<file path="config.mk">
export PLATFORM = sky130hd
export DESIGN_NAME = memory_type_range_match
export DESIGN_NICKNAME = d
export VERILOG_FILES = /design/src/rtl/range_match_pkg.sv /design/src/rtl/memory_type_range_match.sv
export VERILOG_INCLUDE_DIRS = /design/src /design/src/rtl
export SDC_FILE = /design/constraint.sdc
export NUM_CORES = 1
export LEC_CHECK = 0
export ABC_AREA = 1
export BUFFER_PORTS_ARGS = -buffer_cell sky130_fd_sc_hd__buf_2
export CORE_ASPECT_RATIO = 1.75
export CORE_MARGIN = 3
export CORE_UTILIZATION = 48
export CTS_CLUSTER_SIZE = 40
export DETAILED_ROUTE_END_ITERATION = 10
export PLACE_DENSITY = 0.8
export SYNTH_ARGS = -nofsm -noshare
export SYNTH_HDL_FRONTEND = slang
export SYNTH_SLANG_ARGS = --single-unit
</file>
<file path="constraint.sdc">
create_clock -name clock_in -period 1.6 [get_ports clock_in]
set_clock_uncertainty 0.2 [all_clocks]
set_input_delay 0.16 -clock clock_in [delete_from_list [all_inputs] [get_ports clock_in]]
set_output_delay 0.16 -clock clock_in [all_outputs]
set_load 0.03 [all_outputs]
</file>
<file path="src/rtl/range_match_map.svh">
`ifndef RANGE_MATCH_MAP_SVH
`define RANGE_MATCH_MAP_SVH

// ----------------------------------------
// Register address and reset value
// ----------------------------------------
`define RANGE_CTRL_MSR_ADDR    32'hC0000085
`define RANGE_CTRL_RESET       64'h0000000000000000

// ----------------------------------------
// Field positions inside one 32-bit half
// ----------------------------------------
`define RANGE_HALF_WIDTH       32
`define RANGE_UNCACHED_BIT     0
`define RANGE_COMBINE_BIT      1
`define RANGE_MASK_LSB         2
`define RANGE_MASK_MSB         16
`define RANGE_BASE_LSB         17
`define RANGE_BASE_MSB         31
`define RANGE_ADDR_LSB         17
`define RANGE_ADDR_MSB         31

// ----------------------------------------
// Merge buffer
// ----------------------------------------
`define MERGE_BYTES            8

`endif

</file>
<file path="src/rtl/range_match_pkg.sv">
package range_match_pkg;

	typedef enum logic [1:0] {
		MEM_CACHEABLE_T   = 2'h0,
		MEM_COMBINING_T   = 2'h1,
		MEM_UNCACHEABLE_T = 2'h3
	} mem_type_t;

	typedef logic [14:0] range_field_t;

endpackage

</file>
<file path="src/rtl/memory_type_range_match.sv">
`timescale 1ns/1ps
`include "range_match_map.svh"

// What this block does
// [RL1] Two independent ranges exist, each typed uncacheable or write-combining.
// [RL2] An uncacheable hit reads and writes memory with no line or write allocation.
// [RL3] A write-combining hit reads without allocation and its writes may merge.
// [RL4] Both ranges live in one 64-bit register at a fixed model-specific address.
// [RL5] Reset clears the whole register so neither range has any effect.
// [RL6] The low half defines range 0 and the high half range 1.
// [RL7] Each base field holds address bits 31..17, lower bits implied zero.
// [RL8] Each mask field holds 15 upper mask bits that set the range size.
// [RL9] An address hits when mask AND base equals mask AND address.
// [RL10] Uncached set wins; combine alone means write-combining; both clear no effect.
// [RL11] Combine and uncached sit at bits 1 and 0, and at bits 33 and 32.
// [RL12] Software keeps ranges at least 128 Kbytes, size aligned, masks contiguous.
// [RL13] Masks run from all ones (128 Kbytes) to all zeros (4 Gbytes).
// [RL14] Write-combining data goes to an 8-byte merge buffer.
// [RL15] The compare uses address bits 31 down to 17.
// [RL16] Overlapping hits are uncacheable if either is, else write-combining if either is.
module memory_type_range_match
	import range_match_pkg::*;
#(
	parameter int MERGE_BYTES = `MERGE_BYTES
) (
	// Clock and reset
	input  wire logic              clock_in,
	input  wire logic              sys_rst_in,
	// Model-specific register port
	input  wire logic              msr_wr_in,
	input  wire logic              msr_rd_in,
	input  wire logic [31:0]       msr_addr_in,
	input  wire logic [63:0]       msr_wdata_in,
	output logic      [63:0]       msr_rdata_out,
	output logic                   msr_hit_out,
	// Address to classify
	input  wire logic              addr_valid_in,
	input  wire logic [31:0]       phys_addr_in,
	input  wire logic              addr_write_in,
	// Classification
	output logic                   class_valid_out,
	output range_match_pkg::mem_type_t mem_type_out,
	output logic                   no_allocate_out,
	output logic                   merge_write_out,
	output logic [1:0]             range_hit_out
);
	import range_match_pkg::*;

	// Only the 8-byte merge path exists in the classifier
	if (MERGE_BYTES != 8) begin : g_merge_width_check
		$error("merge buffer must be 8 bytes wide");
	end

	// ----------------------------------------
	// Range control register
	// ----------------------------------------
	logic [63:0] ctrl_reg;
	logic [63:0] ctrl_next;
	logic [63:0] rdata_reg;
	logic [63:0] rdata_next;
	logic        hit_reg;
	logic        hit_next;
	logic        addr_match;

	assign addr_match = (msr_addr_in == `RANGE_CTRL_MSR_ADDR); // [RL4]

	always_comb begin
		ctrl_next  = ctrl_reg;
		rdata_next = 64'h0000000000000000;
		hit_next   = 1'b0;
		if (msr_wr_in && addr_match) begin
			ctrl_next = msr_wdata_in; // [RL4]
			hit_next  = 1'b1;
		end
		if (msr_rd_in && addr_match) begin
			rdata_next = ctrl_reg;
			hit_next   = 1'b1;
		end
	end

	always_ff @(posedge clock_in) begin
		if (sys_rst_in) begin
			ctrl_reg  <= `RANGE_CTRL_RESET; // [RL5]
			rdata_reg <= 64'h0000000000000000;
			hit_reg   <= 1'b0;
		end else begin
			ctrl_reg  <= ctrl_next;
			rdata_reg <= rdata_next;
			hit_reg   <= hit_next;
		end
	end

	assign msr_rdata_out = rdata_reg;
	assign msr_hit_out   = hit_reg;

	// ----------------------------------------
	// Range decode
	// ----------------------------------------
	function automatic logic range_hits(input logic [31:0] half, input logic [31:0] addr);
		range_field_t base;
		range_field_t mask;
		range_field_t page;
		base = half[`RANGE_BASE_MSB:`RANGE_BASE_LSB]; // [RL7]
		mask = half[`RANGE_MASK_MSB:`RANGE_MASK_LSB]; // [RL8]
		page = addr[`RANGE_ADDR_MSB:`RANGE_ADDR_LSB]; // [RL15]
		return (mask & base) == (mask & page); // [RL9]
	endfunction

	function automatic mem_type_t range_type(input logic [31:0] half);
		if (half[`RANGE_UNCACHED_BIT]) // [RL10]
			return MEM_UNCACHEABLE_T;
		else if (half[`RANGE_COMBINE_BIT])
			return MEM_COMBINING_T;
		else
			return MEM_CACHEABLE_T;
	endfunction

	logic [31:0] range0_descriptor;
	logic [31:0] range1_descriptor;
	assign range0_descriptor = ctrl_reg[`RANGE_HALF_WIDTH-1:0];                    // [RL6]
	assign range1_descriptor = ctrl_reg[2*`RANGE_HALF_WIDTH-1:`RANGE_HALF_WIDTH]; // [RL6] [RL11]

	// ----------------------------------------
	// Classification, one cycle after request
	// ----------------------------------------
	mem_type_t   type_reg;
	mem_type_t   type_next;
	logic        valid_reg;
	logic        valid_next;
	logic        noalloc_reg;
	logic        noalloc_next;
	logic        merge_reg;
	logic        merge_next;
	logic [1:0]  hits_reg;
	logic [1:0]  hits_next;

	always_comb begin
		mem_type_t t0;
		mem_type_t t1;
		t0 = MEM_CACHEABLE_T;
		t1 = MEM_CACHEABLE_T;
		hits_next = {range_hits(range1_descriptor, phys_addr_in),
		             range_hits(range0_descriptor, phys_addr_in)}; // [RL1]
		if (hits_next[0])
			t0 = range_type(range0_descriptor);
		if (hits_next[1])
			t1 = range_type(range1_descriptor);
		// Uncacheable dominates over write-combining on overlap
		if (t0 == MEM_UNCACHEABLE_T || t1 == MEM_UNCACHEABLE_T) // [RL16]
			type_next = MEM_UNCACHEABLE_T;
		else if (t0 == MEM_COMBINING_T || t1 == MEM_COMBINING_T)
			type_next = MEM_COMBINING_T;
		else
			type_next = MEM_CACHEABLE_T;
		valid_next   = addr_valid_in;
		noalloc_next = addr_valid_in && (type_next != MEM_CACHEABLE_T); // [RL2] [RL3]
		// Only writes into a combining range go to the 8-byte merge buffer
		merge_next   = addr_valid_in && addr_write_in // [RL3] [RL14]
			&& (type_next == MEM_COMBINING_T);
		if (!addr_valid_in) begin
			type_next = MEM_CACHEABLE_T;
			hits_next = 2'h0;
		end
	end

	always_ff @(posedge clock_in) begin
		if (sys_rst_in) begin
			type_reg    <= MEM_CACHEABLE_T;
			valid_reg   <= 1'b0;
			noalloc_reg <= 1'b0;
			merge_reg   <= 1'b0;
			hits_reg    <= 2'h0;
		end else begin
			type_reg    <= type_next;
			valid_reg   <= valid_next;
			noalloc_reg <= noalloc_next;
			merge_reg   <= merge_next;
			hits_reg    <= hits_next;
		end
	end

	assign class_valid_out = valid_reg;
	assign mem_type_out    = type_reg;
	assign no_allocate_out = noalloc_reg;
	assign merge_write_out = merge_reg;
	assign range_hit_out   = hits_reg;

	// ----------------------------------------
	// Checks
	// ----------------------------------------
	a_reset_clears_ctrl: assert property (@(posedge clock_in) // [RL5]
		sys_rst_in |=> ctrl_reg == 64'h0000000000000000)
		else $error("range register not cleared by reset");

	a_write_stores_ctrl: assert property (@(posedge clock_in) disable iff (sys_rst_in) // [RL4]
		(msr_wr_in && msr_addr_in == 32'hC0000085) |=> ctrl_reg == $past(msr_wdata_in))
		else $error("register write lost");

	a_other_addr_ignored: assert property (@(posedge clock_in) disable iff (sys_rst_in) // [RL4]
		(msr_addr_in != 32'hC0000085) |=> $stable(ctrl_reg))
		else $error("register changed by other address");

	a_uncached_wins_type: assert property (@(posedge clock_in) disable iff (sys_rst_in) // [RL10]
		(addr_valid_in && ((hits_next[0] && ctrl_reg[0]) || (hits_next[1] && ctrl_reg[32])))
		|=> mem_type_out == MEM_UNCACHEABLE_T && no_allocate_out && !merge_write_out)
		else $error("uncached range not classed uncacheable");

	a_merge_on_combine: assert property (@(posedge clock_in) disable iff (sys_rst_in) // [RL3]
		(addr_valid_in && addr_write_in
		 && !((hits_next[0] && ctrl_reg[0]) || (hits_next[1] && ctrl_reg[32]))
		 && ((hits_next[0] && ctrl_reg[1]) || (hits_next[1] && ctrl_reg[33])))
		|=> merge_write_out && mem_type_out == MEM_COMBINING_T)
		else $error("combining write not merged");

	a_read_never_merges: assert property (@(posedge clock_in) disable iff (sys_rst_in) // [RL3]
		(addr_valid_in && !addr_write_in) |=> !merge_write_out)
		else $error("read sent to merge buffer");

	a_range0_match_eq: assert property (@(posedge clock_in) disable iff (sys_rst_in) // [RL9]
		addr_valid_in |=> range_hit_out[0] ==
		(($past(ctrl_reg[16:2]) & $past(ctrl_reg[31:17])) ==
		 ($past(ctrl_reg[16:2]) & $past(phys_addr_in[31:17]))))
		else $error("range 0 match wrong");

	a_range1_match_eq: assert property (@(posedge clock_in) disable iff (sys_rst_in) // [RL6]
		addr_valid_in |=> range_hit_out[1] ==
		(($past(ctrl_reg[48:34]) & $past(ctrl_reg[63:49])) ==
		 ($past(ctrl_reg[48:34]) & $past(phys_addr_in[31:17]))))
		else $error("range 1 match wrong");

	a_clear_no_effect: assert property (@(posedge clock_in) disable iff (sys_rst_in) // [RL10]
		(ctrl_reg[1:0] == 2'h0 && ctrl_reg[33:32] == 2'h0)
		|=> mem_type_out == MEM_CACHEABLE_T && !no_allocate_out)
		else $error("inactive ranges changed type");

endmodule

</file>
# After elaboration in Yosys (flattened, before gate mapping)
# Index checks and enable logic that the tools add are counted.
# totals
latch_bits	0
elab_cells	42
inputBits	134
out_inout_bits	72
mem_bits_rw	0
reg_bits	136
memories	0
mem_bits_ro	0
# classes
shifts	0
bitwise	6
n_addsub	0
n_mux	10
multipliers	0
div_mod_pow	0
eq_ne	8
magnitude_cmp	0
reduce_logical	10
# op_table
op	n
$and 15x15->15	4
$eq 32x32->1 const B	1
$eq 15x15->1	2
$mux 2	5
$eq 2x1->1 const B	3
$logic_and 1x1->1	5
$mux 1	5
$eq 2x2->1 const B	2
$reduce_or 2->1	2
$logic_or 1x1->1	2
$not 1->1	2
$reduce_bool 2->1	1

# Logic depth before layout (Yosys ltp)
# depth
depth_word	9
depth_mapped	11

# Worst setup path before layout
# OpenSTA, ideal clock, no wires.
# synth_path
path_kind	in2reg
startpoint	input port msr_addr_in[25]
endpoint	register ctrl_reg[37]
arrival_ns	1.046
required_ns	1.272
slack_ns	0.226
n_path_buf	1
setup_time_ns	0.128
stages	9
path_cell_list	nor2_1 nand3b_1 nor2_1 nand2_1 nor2_2 nand2_2 clkbuf_1 o21ai_0 a21oi_1
# synth_via
elab_chain_len	2
# synth_rtl
item	line_no	text
from (decl)	memory_type_range_match.sv:32	input wire logic [31:0] msr_addr_in,
$eq 32x32->1 (no source line)	--	
$logic_and 1x1->1	memory_type_range_match.sv:71	if (msr_wr_in && addr_match) begin
to (signal assigned)	memory_type_range_match.sv:83	ctrl_reg <= `RANGE_CTRL_RESET;
to (signal assigned)	memory_type_range_match.sv:87	ctrl_reg <= ctrl_next;
to (decl)	memory_type_range_match.sv:57	logic [63:0] ctrl_reg;
# No other way between the ends.
# A chain may end at the register's enable or synchronous reset.

# Worst setup path in the final report
# layout_path
startpoint	register ctrl_reg[49]
endpoint	register merge_reg, in the netlist merge_write_out
# layout_via
elab_chain_len	9
word_cells_on_any_way	11
# layout_rtl
item	line_no	text
$and 15x15->15 *	memory_type_range_match.sv:106	return (mask & base) == (mask & page);
$eq 15x15->1 *	memory_type_range_match.sv:106	
$mux 2 *	memory_type_range_match.sv:146	if (hits_next[1])
$eq 2x1->1	memory_type_range_match.sv:151	else if (t0 == MEM_COMBINING_T || t1 == MEM_COMBINING_T)
$logic_or 1x1->1	memory_type_range_match.sv:151	
$mux 1	memory_type_range_match.sv:151	
$mux 2 *	memory_type_range_match.sv:149	if (t0 == MEM_UNCACHEABLE_T || t1 == MEM_UNCACHEABLE_T)
$eq 2x1->1 *	memory_type_range_match.sv:159	&& (type_next == MEM_COMBINING_T);
$logic_and 1x1->1 *	memory_type_range_match.sv:159	
to (signal assigned)	memory_type_range_match.sv:177	merge_reg <= merge_next;
to (decl)	memory_type_range_match.sv:132	logic merge_reg;
# Every way passes the cells marked *; elsewhere a longest branch is shown, timed or not.

==> impl_results.md <==
* Outcome: complete, no violations
* Max Slew Vio Count at 0
* Buffers and inverters on the worst path at 2
* DP Wirelength at 11.1 mm
* Largest net degree at the start of global routing at 53
* CP Depth at 10
* Wire per inst at 15.9 um
* Clk pwr share at 0.478
* Initial antenna violation count at 0
* Layout cells sized above 1 at 0.300
* Rows at 49
* Commonest non-fill, non-tap cell in the layout: buf_2
* Max cap viols at 0
* Slew HR at 0.767
* Via count at 5457
* Required time worst endpoint at 1.75 ns
* Worst Setup SP: ctrl_reg[49]
* Final antenna-violating net count at 0
* Die Wd at 83.8 um
* Crit Path Max Fanout at 3
* Sequential Power Share at 0.458
* Final instance area at 7480 um^2
* F_max at 0.652 GHz
* Crit start category: flip-flop
* Reg2Reg Depth at 10
* DRC viols at 0
* Tmin final at 1.53 ns
* Mapped Cells at 665
* DRT iter0 DRCs at 352
* Post-DR vias/cell at 5.10
* CTS Root Cell: clkbuf_16
* CTS tree: done
* Synth cell types at 18
* GRT overflow at 0
* Hold Path Stages at 4
* Placed Instance Area at 6190 um^2
* DRT Pass-1 Iters at 6
* Leakage at 3.44 nW
* RePlAce Congestion at 0.848
* CP cell instances: inv_1 > nand2_1 > nand3_1 > nand2_1 > inv_1 > nand2_2 > nor2_4 > nand4_1 > nand2_1 > nor2b_4
* RSZ-0062 raised after global routing: yes
* Comb power frac at 0.063
* Area leader, netlist: dfxtp_1
* GRT Total Usage at 0.283
* Endpoint class of the critical path: flip-flop
* Worst-path clk slew at 0.05 ns
* Most frequent CP cell: nand2_1
* Die Area at 11900 um^2
* Post-synth design cell area at 5080 um^2
* I/O pin cnt at 206
* Worst slew pin tran at 0.347 ns
* Max stage delay on crit path at 0.31 ns
* Cell family with most CP delay: simple AND/OR/NAND/NOR gates
* Global-route wire length before repair at 26.2 mm
* WS Path Type: flip-flop to flip-flop
* Net Sw Frac at 0.213
* Total Nets Final at 1065
* Setup-failing EPs final at 0
* Net Sw Power at 1.58 mW
* Number of global-route vias before repair at 5471
* Power per standard cell area at 990 nW/um^2
* Clock Path Buffers at 2
* CTS Sinks at 136
* Initial Util at 0.494
* Synthesized flop and latch total at 136
* Hold Vio Cnt, Final at 0
* Hold WC Path Type: input port to flip-flop
* Most frequent cells in the layout: buf_2, dfxtp_1, nor2_1
* Worst skew pair latency at 0.41 ns
* Yosys warning count at 0
* Register area share after synthesis at 0.536
* Die height at 142 um
* Area fraction of the dominant cell type after synthesis at 0.536
* Maximum vdd drop at 902 uV
* CP max-delay cell: dfxtp_1
* Top cells by area, synth: dfxtp_1, nor2_1, inv_1
* Core Region at 10300 um^2
* Hold path start: msr_rd_in
* Total Power at 7.40 mW
* TritonCTS buffer count at 17
* P&R area growth vs syn at 47.1%
* Port Buffers at 188
* Int Pwr at 5.83 mW
* Crit path DAT at 1.68 ns
* Synth Area per Inst at 7.64 um^2
* H-tree depth at 4
* Final period utilization at 0.958
* Reg2Reg Launch Point: ctrl_reg[49]
* Synth Net Count at 799
* Routed WL at 16.9 mm
[worst min-delay path, cell delays in order]
cell	delay [ns]
buf_2	0.11
nand3_2	0.12
buf_12	0.15
nor2_2	0.03
[per-layer routing]
metal | vias up | global-route usage | wire length, um
li1 | 2632 | - | -
met1 | 2495 | 0.286 | 5950
met2 | 266 | 0.532 | 9080
met3 | 64 | 0.0672 | 1100
met4 | 0 | 0.147 | 816
met5 | - | 0 | 0
[logic make-up after synthesis]
kind of cell | share of synthesized area
flip-flops | 0.536
buffers and inverters | 0.108
AND/OR/NAND/NOR | 0.230
AO/OA/AOI/OAI | 0.127
[repair_timing]
action,in CTS,in global routing
pin swaps,0,15
setup endpoints to repair,1,4
hold buffers,67,0
resized for setup,3,32
endpoints found under the hold margin,70,0
buffers inserted,0,3
[power by group through the flow]
stage          clock network (mW)  logic (mW)  registers, mW
2_1_floorplan                   0      0.0970           3.47
3_3_place_gp                    0       0.316           3.47
3_5_place_dp                    0       0.320           3.47
4_1_cts                      3.57       0.450           3.39
5_1_grt                      3.75       0.509           3.39
6_report                     3.54       0.470           3.39
[worst paths after layout]
kind / to / slack (ns)
worst max-delay path: merge_write_out / 0.07
worst min-delay path: msr_rdata_out[34] / 0.01
worst max register to register: merge_write_out / 0.07
worst min register to register: msr_rdata_out[51] / 0.26
[cells in the mapped netlist, drive strengths merged]
| cell | count |
|---|---|
| dfxtp | 136 |
| nor2 | 126 |
| inv | 96 |
| nand2 | 91 |
| o21ai | 65 |
| a21oi | 64 |
| nand3 | 42 |
| clkbuf | 15 |
| buf | 12 |
| nand4 | 9 |
| nor4 | 3 |
| nand3b | 2 |
| nor3 | 2 |
| and3 | 1 |
| nor2b | 1 |
[cell type report]
type,instances,area (um^2)
clock buffer,20,457
multi-input combinational,406,1870
tap,127,159
sequential,136,2740
clock inverter,9,78.8
antenna,1,2.50
fill,776,2820
timing repair buffer,274,1820
inverter,96,360
[per-stage QoR]
stage / setup slack (ns) / instances / TNS, ns / hold slack [ns] / utilization
after global placement: -0.266 / 969 / -16.37 / 0.185 / 0.601
final: 0.0672 / 1069 / 0 / 0.00992 / 0.726
after detailed placement: -0.251 / 969 / -16.63 / 0.183 / 0.601
after global routing: -0.0409 / 1068 / -0.114 / 0.0182 / 0.726
after floorplan: 0.226 / 665 / 0 / 0.0723 / -
after CTS: 0.00150 / 1065 / 0 / 0.00569 / 0.718
Power figures use the tool's default switching activity.
